### config.mk
export PLATFORM = sky130hd
export DESIGN_NAME = cpu_address_mode_unit
export DESIGN_NICKNAME = d
export VERILOG_FILES = /design/src/logic/addr_mode_pkg.sv /design/src/logic/mode_req_if.sv /design/src/logic/cpu_address_mode_unit.sv /design/src/logic/addr_calc.sv /design/src/logic/cycle_count.sv
export SDC_FILE = /design/constraint.sdc
export NUM_CORES = 1
export LEC_CHECK = 0
export BUFFER_PORTS_ARGS = -buffer_cell sky130_fd_sc_hd__clkbuf_2
export CAP_MARGIN = 20
export CORE_MARGIN = 2
export CORE_UTILIZATION = 63
export DETAILED_ROUTE_END_ITERATION = 16
export PLACE_DENSITY = 0.89
export REMOVE_ABC_BUFFERS = 1
export SYNTH_ARGS = -nofsm -noshare
export SYNTH_HDL_FRONTEND = slang
export SYNTH_SLANG_ARGS = --single-unit
### constraint.sdc
create_clock -name ref_clk -period 13.5 [get_ports ref_clk]
set_clock_uncertainty 0.15 [all_clocks]
set_input_delay 2.7 -clock ref_clk [delete_from_list [all_inputs] [get_ports ref_clk]]
set_output_delay 2.7 -clock ref_clk [all_outputs]
set_load 0.03 [all_outputs]
### src/logic/addr_mode_pkg.sv
package addr_mode_pkg;
    // addressing modes handled by the unit
    typedef enum logic [4:0] {
        MODE_ABS, MODE_ABS_IDX_IND, MODE_ABS_X, MODE_ABS_Y, MODE_ABS_IND,
        MODE_ACC, MODE_IMM, MODE_IMPL, MODE_REL, MODE_STACK, MODE_ZP,
        MODE_ZP_X_IND, MODE_ZP_X, MODE_ZP_Y, MODE_ZP_IND, MODE_ZP_IND_Y
    } addr_mode_e;

    localparam logic [7:0] STACK_PAGE = 8'h01;
    localparam logic [7:0] ZERO_PAGE = 8'h00;
    localparam logic [15:0] RESET_ADDR = 16'h0000;

    // base cycle counts per mode
    localparam logic [3:0] CYC_ABS = 4'h4;
    localparam logic [3:0] CYC_ABS_IDX_IND = 4'h6;
    localparam logic [3:0] CYC_ABS_X = 4'h4;
    localparam logic [3:0] CYC_ABS_Y = 4'h4;
    localparam logic [3:0] CYC_ABS_IND = 4'h6;
    localparam logic [3:0] CYC_TWO = 4'h2;
    localparam logic [3:0] CYC_REL = 4'h2;
    localparam logic [3:0] CYC_STACK = 4'h3;
    localparam logic [3:0] CYC_ZP = 4'h3;
    localparam logic [3:0] CYC_ZP_X_IND = 4'h6;
    localparam logic [3:0] CYC_ZP_X = 4'h4;
    localparam logic [3:0] CYC_ZP_Y = 4'h4;
    localparam logic [3:0] CYC_ZP_IND = 4'h5;
    localparam logic [3:0] CYC_ZP_IND_Y = 4'h5;

    // additions
    localparam logic [3:0] CYC_PAGE_ADD = 4'h1;
    localparam logic [3:0] CYC_TAKEN_ADD = 4'h1;
    localparam logic [3:0] CYC_RMW_ADD = 4'h2;
    localparam logic [3:0] CYC_STORE_X_ADD = 4'h1;

    // program bytes per instruction
    localparam logic [1:0] LEN_ONE = 2'h1;
    localparam logic [1:0] LEN_TWO = 2'h2;
    localparam logic [1:0] LEN_THREE = 2'h3;

    // page crossing test shared by the indexed paths
    function automatic logic page_crossed(input logic [15:0] base, input logic [15:0] sum);
        page_crossed = (base[15:8] != sum[15:8]);
    endfunction
endpackage

### src/logic/mode_req_if.sv
`timescale 1ns/1ps
// request from the control path to the helper modules
interface mode_req_if;
    import addr_mode_pkg::*;
    addr_mode_e mode;
    logic [7:0] op_lo;
    logic [7:0] op_hi;
    logic [7:0] idx_x;
    logic [7:0] idx_y;
    logic [15:0] pc;
    logic branch_taken;
    logic rmw;
    logic store_acc;
    logic [15:0] base_addr;
    logic [15:0] eff_addr;
    logic crossed;
    logic [3:0] cycles;
    logic [1:0] length;
    modport ctrl (output mode, op_lo, op_hi, idx_x, idx_y, pc, branch_taken, rmw,
        store_acc, input base_addr, eff_addr, crossed, cycles, length);
    modport calc (input mode, op_lo, op_hi, idx_x, idx_y, pc, output base_addr,
        eff_addr, crossed);
    modport count (input mode, branch_taken, rmw, store_acc, crossed,
        output cycles, length);
endinterface

### src/logic/cpu_address_mode_unit.sv
`timescale 1ns/1ps
module cpu_address_mode_unit (
    input wire logic ref_clk,
    input wire logic arst_n,
    input wire logic start,
    input wire addr_mode_pkg::addr_mode_e mode,
    input wire logic [7:0] op_lo,
    input wire logic [7:0] op_hi,
    input wire logic [7:0] idx_x,
    input wire logic [7:0] idx_y,
    input wire logic [7:0] stack_ptr,
    input wire logic [7:0] pc_low_byte,
    input wire logic [7:0] pc_high_byte,
    input wire logic branch_taken,
    input wire logic rmw,
    input wire logic store_accumulator,
    input wire logic [7:0] mem_rdata,
    output logic [15:0] mem_addr,
    output logic mem_rd,
    output logic busy,
    output logic done,
    output logic [15:0] eff_addr,
    output logic [15:0] next_pc,
    output logic [3:0] cycles,
    output logic [1:0] length
);
    import addr_mode_pkg::*;

    typedef enum logic [1:0] {IDLE, PTR_LO, PTR_HI} walk_e;
    walk_e state;
    addr_mode_e mode_q;
    logic [7:0] ptr_loc;
    logic [7:0] ptr_low;
    logic [15:0] ptr_full;
    logic [15:0] ptr_sum;
    logic needs_ptr;
    logic zp_ptr;
    logic ptr_crossed;
    logic [15:0] seq_pc;
    mode_req_if req ();

    // a start refused during a walk must not steer the count of the running one
    assign req.mode = (state == IDLE) ? mode : mode_q;
    assign req.op_lo = op_lo;
    assign req.op_hi = op_hi;
    assign req.idx_x = idx_x;
    assign req.idx_y = idx_y;
    assign req.pc = {pc_high_byte, pc_low_byte};
    assign req.branch_taken = branch_taken;
    assign req.rmw = rmw;
    assign req.store_acc = store_accumulator;

    addr_calc u_calc (
        .req(req)
    );

    cycle_count u_count (
        .req(req),
        .ptr_crossed(ptr_crossed)
    );

    // modes that read a two byte pointer before the operand address is known
    assign needs_ptr = (mode == MODE_ZP_X_IND) || (mode == MODE_ZP_IND) ||
        (mode == MODE_ZP_IND_Y) || (mode == MODE_ABS_IND) || (mode == MODE_ABS_IDX_IND);
    assign zp_ptr = (mode_q == MODE_ZP_X_IND) || (mode_q == MODE_ZP_IND) ||
        (mode_q == MODE_ZP_IND_Y);
    assign ptr_full = {mem_rdata, ptr_low};
    assign ptr_sum = ptr_full + {8'h00, idx_y};
    assign ptr_crossed = page_crossed(ptr_full, ptr_sum);
    assign seq_pc = req.pc + {14'h0000, req.length};

    // pointer fetch sequencer
    always_ff @(posedge ref_clk or negedge arst_n) begin
        if (!arst_n) begin
            state <= IDLE;
            mode_q <= MODE_IMPL;
            ptr_loc <= 8'h00;
        end else begin
            unique case (state)
                IDLE: if (start) begin
                    mode_q <= mode;
                    if (needs_ptr) begin
                        state <= PTR_LO;
                        ptr_loc <= req.eff_addr[7:0];
                    end
                end
                PTR_LO: state <= PTR_HI;
                PTR_HI: state <= IDLE;
            endcase
        end
    end

    // low pointer byte capture
    always_ff @(posedge ref_clk or negedge arst_n) begin
        if (!arst_n)
            ptr_low <= 8'h00;
        else if (state == PTR_LO)
            ptr_low <= mem_rdata;
    end

    // pointer address: zero page pointers wrap in page zero, absolute ones use eff_addr
    always_ff @(posedge ref_clk or negedge arst_n) begin
        if (!arst_n) begin
            mem_addr <= RESET_ADDR;
            mem_rd <= 1'b0;
        end else if (state == IDLE && start && needs_ptr) begin
            mem_addr <= req.eff_addr; // low byte of pointer
            mem_rd <= 1'b1;
        end else if (state == PTR_LO) begin
            if (zp_ptr)
                mem_addr <= {ZERO_PAGE, 8'(ptr_loc + 8'h01)};
            else
                mem_addr <= 16'(mem_addr + 16'h0001);
            mem_rd <= 1'b1;
        end else begin
            mem_rd <= 1'b0;
        end
    end

    // results; done pulses with eff_addr, cycles and length valid
    always_ff @(posedge ref_clk or negedge arst_n) begin
        if (!arst_n) begin
            done <= 1'b0;
            eff_addr <= RESET_ADDR;
            next_pc <= RESET_ADDR;
            cycles <= 4'h0;
            length <= 2'h0;
        end else begin
            done <= 1'b0;
            if (state == IDLE && start && !needs_ptr) begin
                done <= 1'b1;
                cycles <= req.cycles;
                length <= req.length;
                next_pc <= seq_pc;
                if (mode == MODE_STACK)
                    eff_addr <= {STACK_PAGE, stack_ptr};
                else
                    eff_addr <= req.eff_addr;
                if (mode == MODE_REL && branch_taken)
                    next_pc <= req.eff_addr;
            end else if (state == PTR_HI) begin
                done <= 1'b1;
                cycles <= req.cycles;
                length <= req.length;
                next_pc <= seq_pc;
                if (mode_q == MODE_ZP_IND_Y)
                    eff_addr <= ptr_sum;
                else
                    eff_addr <= ptr_full;
                if (mode_q == MODE_ABS_IND || mode_q == MODE_ABS_IDX_IND)
                    next_pc <= ptr_full;
            end
        end
    end

    // handshake: busy while a pointer walk runs
    assign busy = (state != IDLE);
endmodule

### src/logic/addr_calc.sv
`timescale 1ns/1ps
// direct address arithmetic; for the pointer modes it gives the pointer location to read
module addr_calc (
    mode_req_if.calc req
);
    import addr_mode_pkg::*;
    logic [15:0] abs_base;
    logic [15:0] rel_off;
    assign abs_base = {req.op_hi, req.op_lo};
    assign rel_off = {{8{req.op_lo[7]}}, req.op_lo};

    always_comb begin
        req.base_addr = abs_base;
        req.eff_addr = abs_base;
        unique case (req.mode)
            MODE_REL: begin
                req.base_addr = req.pc;
                req.eff_addr = req.pc + rel_off;
            end
            MODE_ABS_X, MODE_ABS_IDX_IND: req.eff_addr = abs_base + {8'h00, req.idx_x};
            MODE_ABS_Y: req.eff_addr = abs_base + {8'h00, req.idx_y};
            MODE_ZP, MODE_ZP_IND, MODE_ZP_IND_Y: begin
                req.base_addr = {ZERO_PAGE, req.op_lo};
                req.eff_addr = {ZERO_PAGE, req.op_lo};
            end
            MODE_ZP_X, MODE_ZP_X_IND: begin
                req.base_addr = {ZERO_PAGE, req.op_lo};
                // wraps in page zero, no carry out
                req.eff_addr = {ZERO_PAGE, 8'(req.op_lo + req.idx_x)};
            end
            MODE_ZP_Y: begin
                req.base_addr = {ZERO_PAGE, req.op_lo};
                req.eff_addr = {ZERO_PAGE, 8'(req.op_lo + req.idx_y)};
            end
            default: begin
                req.base_addr = abs_base;
                req.eff_addr = abs_base;
            end
        endcase
    end
    assign req.crossed = page_crossed(req.base_addr, req.eff_addr);
endmodule

### src/logic/cycle_count.sv
`timescale 1ns/1ps
// cycle and length table per mode with its additions
module cycle_count (
    mode_req_if.count req,
    input wire logic ptr_crossed
);
    import addr_mode_pkg::*;
    logic [3:0] base;
    logic [3:0] extra;

    always_comb begin
        base = CYC_TWO;
        req.length = LEN_ONE;
        unique case (req.mode)
            MODE_ABS: begin base = CYC_ABS; req.length = LEN_THREE; end
            MODE_ABS_IDX_IND: begin base = CYC_ABS_IDX_IND; req.length = LEN_THREE; end
            MODE_ABS_X: begin base = CYC_ABS_X; req.length = LEN_THREE; end
            MODE_ABS_Y: begin base = CYC_ABS_Y; req.length = LEN_THREE; end
            MODE_ABS_IND: begin base = CYC_ABS_IND; req.length = LEN_THREE; end
            MODE_ACC, MODE_IMPL: begin base = CYC_TWO; req.length = LEN_ONE; end
            MODE_IMM: begin base = CYC_TWO; req.length = LEN_TWO; end
            MODE_REL: begin base = CYC_REL; req.length = LEN_TWO; end
            MODE_STACK: begin base = CYC_STACK; req.length = LEN_ONE; end
            MODE_ZP: begin base = CYC_ZP; req.length = LEN_TWO; end
            MODE_ZP_X_IND: begin base = CYC_ZP_X_IND; req.length = LEN_TWO; end
            MODE_ZP_X: begin base = CYC_ZP_X; req.length = LEN_TWO; end
            MODE_ZP_Y: begin base = CYC_ZP_Y; req.length = LEN_TWO; end
            MODE_ZP_IND: begin base = CYC_ZP_IND; req.length = LEN_TWO; end
            MODE_ZP_IND_Y: begin base = CYC_ZP_IND_Y; req.length = LEN_TWO; end
            default: begin base = CYC_TWO; req.length = LEN_ONE; end
        endcase
    end

    // additions; the store of the accumulator with x pays always
    always_comb begin
        extra = 4'h0;
        unique case (req.mode)
            MODE_ABS_X: begin
                if (req.store_acc)
                    extra = CYC_STORE_X_ADD;
                else if (req.crossed && !req.rmw)
                    extra = CYC_PAGE_ADD;
                if (req.rmw)
                    extra = 4'(extra + CYC_RMW_ADD);
            end
            MODE_ABS: extra = req.rmw ? CYC_RMW_ADD : 4'h0;
            MODE_ZP, MODE_ZP_X: extra = req.rmw ? CYC_RMW_ADD : 4'h0;
            MODE_ABS_Y: extra = req.crossed ? CYC_PAGE_ADD : 4'h0;
            MODE_ZP_IND_Y: extra = ptr_crossed ? CYC_PAGE_ADD : 4'h0;
            MODE_REL: begin
                if (req.branch_taken) begin
                    extra = CYC_TAKEN_ADD;
                    if (req.crossed)
                        extra = 4'(extra + CYC_PAGE_ADD);
                end
            end
            default: extra = 4'h0;
        endcase
    end
    assign req.cycles = 4'(base + extra);
endmodule

### Word level (Yosys, flattened, before mapping)

Memory sizes are Yosys's and may differ from the RTL's.
Cells that the tools add are included.

* register bits after elaboration: 79
* bits in latches: 0
* memory bits (writable): 0
* ROM bits: 80
* input port bits: 75
* logic and storage cells: 114
* memories kept: 1

Memory list
* (no name shown): depth 16, bits a word 5, rd ports 1, clocked after memory_dff 0, wr ports 0, RTL line cycle_count.sv:14 `unique case (req.mode)`

* add/sub/neg operators: 11
* multipliers: 0
* divide/modulo/power cells: 0
* $lt $le $gt $ge: 0
* eq/ne operators: 28
* shift operators: 0
* mux-type cells: 36
* bitwise gates (word level): 0
* reductions and logical operators: 27

Operators with widths (count)
* two-way mux 16 bit: 11
* case mux 16 bit (6 select lines): 1
* equality test 5 x 4 -> 1 bit (second input constant): 15
* adder 16 x 8 -> 16 bit: 3
* case mux 16 bit (2 select lines): 1
* two-way mux 4 bit: 6
* case mux 4 bit (5 select lines): 1
* adder 16 x 1 -> 16 bit (second input constant): 1
* adder 16 bit: 1
* adder 16 x 2 -> 16 bit: 1
* adder 8 bit: 2
* inequality test 8 bit: 2
* equality test 5 x 1 -> 1 bit (second input constant): 3
* two-way mux 2 bit: 6
* equality test 5 x 2 -> 1 bit (second input constant): 2
* equality test 5 x 3 -> 1 bit (second input constant): 2
* adder 8 x 1 -> 8 bit (second input constant): 1
* logical OR 1 bit: 7
* two-way mux 1 bit: 7
* two-way mux 6 bit: 1
* case mux 2 bit (3 select lines): 1
* nonzero test 2 bit: 3
* OR reduction 3 bit: 2
* OR reduction 6 bit: 1
* 13 further kinds: 21

### Depth between registers and ports, before layout

* word-level depth: 16
* mapped depth: 27
* gate-level depth less buffers: 24

### By module

A second synthesis with hierarchy kept.

* cell total of the unflattened synthesis: 1043
* area total of the unflattened synthesis: 8310.5 sq um

Modules (own cells, without submodules)
* cpu_address_mode_unit: instances 1, cells an instance 611, area each 5251.3 sq um, seq. area each 1980.6 sq um
* addr_calc: instances 1, cells an instance 386, area each 2701.3 sq um, seq. area each 0.0 sq um
* cycle_count: instances 1, cells an instance 46, area each 357.8 sq um, seq. area each 0.0 sq um

### Worst setup path before layout

Ideal clock, no wire load.

* path kind: in2reg
* start point: input mode[0]
* end point: register cycles[1]
* library setup time: 83 ps
* arrival: 7065 ps
* required time: 13267 ps
* path slack: 6202 ps
* stages: 22
* path buffers: 1
* cells stage by stage: mux2i_1 inv_1 ha_1 clkbuf_8 nand2_1 mux2_2 ha_1 fa_1 a211oi_1 o21ai_0 a31o_2 nor2b_1 xnor2_1 o221ai_1 a211oi_1 nand4_1 o221ai_1 o211ai_1 ha_1 inv_1 fa_1 o21ai_0

* word-level cells in the longest chain between the ends: 15

RTL lines
* start, declared: RTL line cpu_address_mode_unit.sv:6 `input wire addr_mode_pkg::addr_mode_e mode,`
* two-way mux 5 bit: RTL line cpu_address_mode_unit.sv:43 `assign req.mode = (state == IDLE) ? mode : mode_q;`
* equality test 5 x 4 -> 1 bit, or another cell as far along: RTL line addr_calc.sv:15, cycle_count.sv:37
* OR reduction 3 bit, or another cell as far along: RTL line addr_calc.sv:15 `unique case (req.mode)`
* case mux 16 bit (6 select lines) or case mux 16 bit (2 select lines) (tied branches): RTL line addr_calc.sv:15
* inequality test 8 bit: RTL line addr_mode_pkg.sv:42 `page_crossed = (base[15:8] != sum[15:8]);`
* logical AND 1 bit: RTL line cycle_count.sv:41 `else if (req.crossed && !req.rmw)`
* two-way mux 1 bit: RTL line cycle_count.sv:41
* two-way mux 4 bit: RTL line cycle_count.sv:39 `if (req.store_acc)`
* two-way mux 4 bit: RTL line cycle_count.sv:37 `unique case (req.mode)`
* adder 4 x 2 -> 4 bit: RTL line cycle_count.sv:44 `extra = 4'(extra + CYC_RMW_ADD);`
* two-way mux 4 bit: RTL line cycle_count.sv:43 `if (req.rmw)`
* case mux 4 bit (5 select lines): RTL line cycle_count.sv:37
* adder 4 bit: RTL line cycle_count.sv:60 `assign req.cycles = 4'(base + extra);`
* two-way mux 4 bit: RTL line cpu_address_mode_unit.sv:141 `end else if (state == PTR_HI) begin`
* two-way mux 4 bit: RTL line cpu_address_mode_unit.sv:130 `if (state == IDLE && start && !needs_ptr) begin`
* end signal, assigned: RTL line cpu_address_mode_unit.sv:132 `cycles <= req.cycles;`
* end signal, assigned: RTL line cpu_address_mode_unit.sv:143 `cycles <= req.cycles;`
* end, declared: RTL line cpu_address_mode_unit.sv:24 `output logic [3:0] cycles,`

Parallel ways exist; a longest one is shown, timed or not. The select of a mux whose other input is x is not followed.
A chain may end at the register's enable or synchronous reset.

### Final worst setup path

Same ends and word-level chain as after synthesis.

==> metrics.md <==
| Metric | Value |
|---|---|
| Status | `complete, no violations` |
| Layout cells sized above 1 | `19.34%` |
| R2R cell count | `23` |
| Vias in the first global route | `7040` |
| R2R Path End | `cycles[1]` |
| I/O pin total | `132` |
| Die Span Y | `115.1 µm` |
| Leak pwr | `4.000 nW` |
| Initial antenna violation count | `0` |
| GR Util All Layers | `34.13%` |
| Origin of the critical flop-to-flop path | `state[1]` |
| Pwr Total | `0.001953 W` |
| R2r setup slk | `6.81 ns` |
| Initial core utilization | `64.75%` |
| Root Driver | `clkbuf_16` |
| Finished Layout Cells | `1212` |
| CTS hold repair buffers | `0` |
| Peak Freq | `0.1262 GHz` |
| TritonCTS clock tree | `yes` |
| CP most frequent cell | `ha_1` |
| CP max FO | `9` |
| RSZ-0062 raised after global routing | `no` |
| DR iter-0 viols | `626` |
| Tcrit/Tclk final | `58.69%` |
| Post-synthesis sequential area ratio | `25.47%` |
| CP endpoint kind | `flip-flop` |
| Final ANT Viol Nets | `0` |
| Cell Area, Placed | `8366 µm²` |
| Post-DP HPWL | `17130 µm` |
| Final Slew Violations | `0` |
| Vias/cell | `6.387` |
| Design Area, Final | `8688 µm²` |
| Clk sinks | `79` |
| WL/cell | `18.56 µm` |
| TritonCTS Buffers | `9` |
| Hold Startpoint | `cycles[2]` |
| Crit. Startpoint | `mode[0]` |
| Site row count | `40` |
| Tmin final | `7.923 ns` |
| Avg Inst Size Synth | `8.118 µm²` |
| Final setup fails | `0` |
| Ys async rst share | `100.0%` |
| Hold Fails Final Rpt | `0` |
| Fill cell count | `955` |
| Placed Cells | `1194` |
| H-tree levels | `3` |
| Area of the multi-input gates | `5381 µm²` |
| Post-synth EDFFs | `0` |
| Largest net degree at the start of global routing | `80` |
| Ys flop type | `dfrtp_1` |
| Critical path, cell by cell | `clkbuf_2, mux2i_1, inv_1, ha_1, nand2_1, mux2_2, ha_1, fa_1, a211oi_1, o21ai_0, a31o_2, nor2b_1, xnor2_1, o221ai_1, a211oi_1, nand4_1, o221ai_1, o211ai_1, ha_1, inv_1, fa_1, o21ai_0` |
| Number of remaining DRC errors | `0` |
| Arr. time, crit path | `8.03 ns` |
| Antenna Cells | `0` |
| Post-Syn Instances | `958` |
| Min-Delay Endpoint | `cycles[2]` |
| Worst hold path type | `flip-flop to flip-flop` |
| Yosys warning count | `0` |
| Register area | `1981 µm²` |
| Die area | `13250 µm²` |
| Max_slew headroom | `24.87%` |
| Gr ovfl total | `0` |
| Clock Pin Slew Worst Setup and Hold Paths | `0.06 ns` |
| Later-pin clock latency in the skew report | `0.34 ns` |
| Synth cell types | `82` |
| Die Span X | `115.1 µm` |
| Post-Syn Area | `7777 µm²` |
| Max VDD drop | `0.0001071 V` |
| Worst-Margin Slew | `1.127 ns` |
| Slowest library cell on the worst path | `fa_1` |
| Setup TNS Final | `0 ns` |
| Fin worst setup slack | `5.577 ns` |
| CP required | `13.61 ns` |
| CP startpoint kind | `input port` |
| Pwr Density | `224.8 nW/µm²` |
| Max-cap violations | `0` |
| First-pass GRT wire length | `35630 µm` |
| Synth-to-Final Area Change | `11.71%` |
| GPL Wtd Cong | `0.9658` |
| Synth Register Bits | `79` |
| Slowest stage delay, CP | `0.44 ns` |
| Setup Crit Path Kind | `input port to flip-flop` |
| Post-CTS Resized | `0` |
| Pre-CTS worst setup slack | `5.365 ns` |
| Routed WL | `22490 µm` |
| Pre-Repair DR Iteration Count | `5` |
| Via count | `7741` |
| Port bufs | `131` |
| Core area | `12010 µm²` |
| Longest Clk Path Bufs | `2` |
| Final #Nets | `1193` |
| Post-CTS setup buffers | `0` |
| Worst hold path depth | `2` |
## area by class of cell
type	instances	area share (%)
Sequential cell	79	22.80
Inverter	35	1.512
Multi-Input combinational cell	798	61.94
Clock buffer	10	2.635
Timing Repair Buffer	137	8.295
Clock inverter	6	0.7056
Tap cell	147	2.117
## routing by layer
layer / global-route usage, % / part of all wire (%) / up-vias
met1: 47.48 / 43 / 3617
met3: 5.324 / 8.6 / 40
met2: 55.02 / 46 / 380
met5: 0 / 0 / -
met4: 10.52 / 2.3 / 0
li1: - / - / 3704
## cell usage in the layout (no fill, tap or decap), drive strengths merged, types with 22 or more instances in the layout
| cell type | count |
|---|---|
| nand3 | 28 |
| o21ai | 87 |
| nor2 | 94 |
| dfrtp | 76 |
| clkbuf | 141 |
| xor2 | 22 |
| inv | 35 |
| mux2 | 29 |
| o211ai | 25 |
| nand2 | 102 |
| mux2i | 27 |
| xnor2 | 41 |
| a21oi | 78 |
| ha | 52 |
## synth_stat cells (4+ instances only)
master / n / area, µm²
a21o_1: 15 / 112.6
xor2_1: 22 / 192.7
mux2_2: 29 / 326.6
nand4_1: 10 / 62.56
o21bai_1: 6 / 45.04
a211oi_1: 20 / 150.1
a221oi_1: 12 / 105.1
o21ai_0: 85 / 425.4
a22oi_1: 6 / 45.04
o22ai_1: 6 / 37.54
inv_1: 35 / 131.4
a21oi_1: 78 / 390.4
nor4_1: 4 / 25.02
o21a_1: 9 / 67.56
a21boi_0: 6 / 45.04
or3_1: 5 / 31.28
clkbuf_1: 30 / 112.6
nor2_1: 94 / 352.8
a31oi_1: 6 / 37.54
dfrtp_1: 76 / 1902
nor3b_1: 5 / 37.54
or2_2: 4 / 25.02
nand2b_1: 5 / 31.28
and2_1: 4 / 25.02
nor2b_1: 8 / 50.05
xnor2_1: 41 / 359.1
nand3_1: 28 / 140.1
fa_1: 6 / 120.1
and3_1: 12 / 75.07
buf_6: 6 / 67.56
mux2i_1: 27 / 270.3
nand2_1: 102 / 382.9
nor3_1: 12 / 60.06
ha_1: 52 / 650.6
o211ai_1: 24 / 180.2
## metrics by stage
| stage | utilization (%) | hold slack [ns] |
|---|---|---|
| 4_1_cts | 72.06 | 0.3415 |
| 5_1_grt | 72.33 | 0.3693 |
| 3_5_place_dp | 69.65 | 0.3287 |
| 3_3_place_gp | 69.65 | 0.3181 |
| 2_1_floorplan | - | 0.3252 |
| 6_report | 72.33 | 0.3354 |
## report_power, final
part           total, W  internal [W]  switching, W
Combinational   0.00123      0.000449      0.000783
Clock          0.000241      0.000142     0.0000981
Sequential     0.000480      0.000361      0.000119
Total           0.00195      0.000953       0.00100
## flip-flops by register name, indices dropped and copies added (netlist names), 4 cells and up
signal    count
ptr_loc       8
mode_q        5
next_pc      16
ptr_low       8
mem_addr     16
eff_addr     16
cycles        4
## worst max-delay path, delay by kind of cell
kind / cells / cell delay (ns)
xor+xnor: 1 / 0.14
mux: 2 / 0.72
buf+inv: 3 / 0.36
fa+ha+maj: 5 / 1.65
compound gates: 8 / 1.72
simple gates: 3 / 0.73
## cells by family (layout without fill, tap and decap cells)
logic type / Yosys count / count (layout) / synth area share (%)
buf+inv: 81 / 188 / 5.341
xor+xnor: 63 / 63 / 7.094
mux: 56 / 56 / 7.674
simple gates: 311 / 311 / 18.85
compound gates: 310 / 310 / 25.66
flops: 79 / 79 / 25.47
fa+ha+maj: 58 / 58 / 9.910
## worst max-delay path by stage
stage | to | slack, ns | depth (start not counted)
after floorplan | cycles[1] | 6.24 | 21
after global placement | cycles[1] | 5.47 | 22
after detailed placement | cycles[1] | 5.37 | 22
after CTS | cycles[1] | 5.69 | 22
after global routing | cycles[1] | 5.20 | 22
final | cycles[1] | 5.58 | 22
Power figures use the tool's default switching activity.
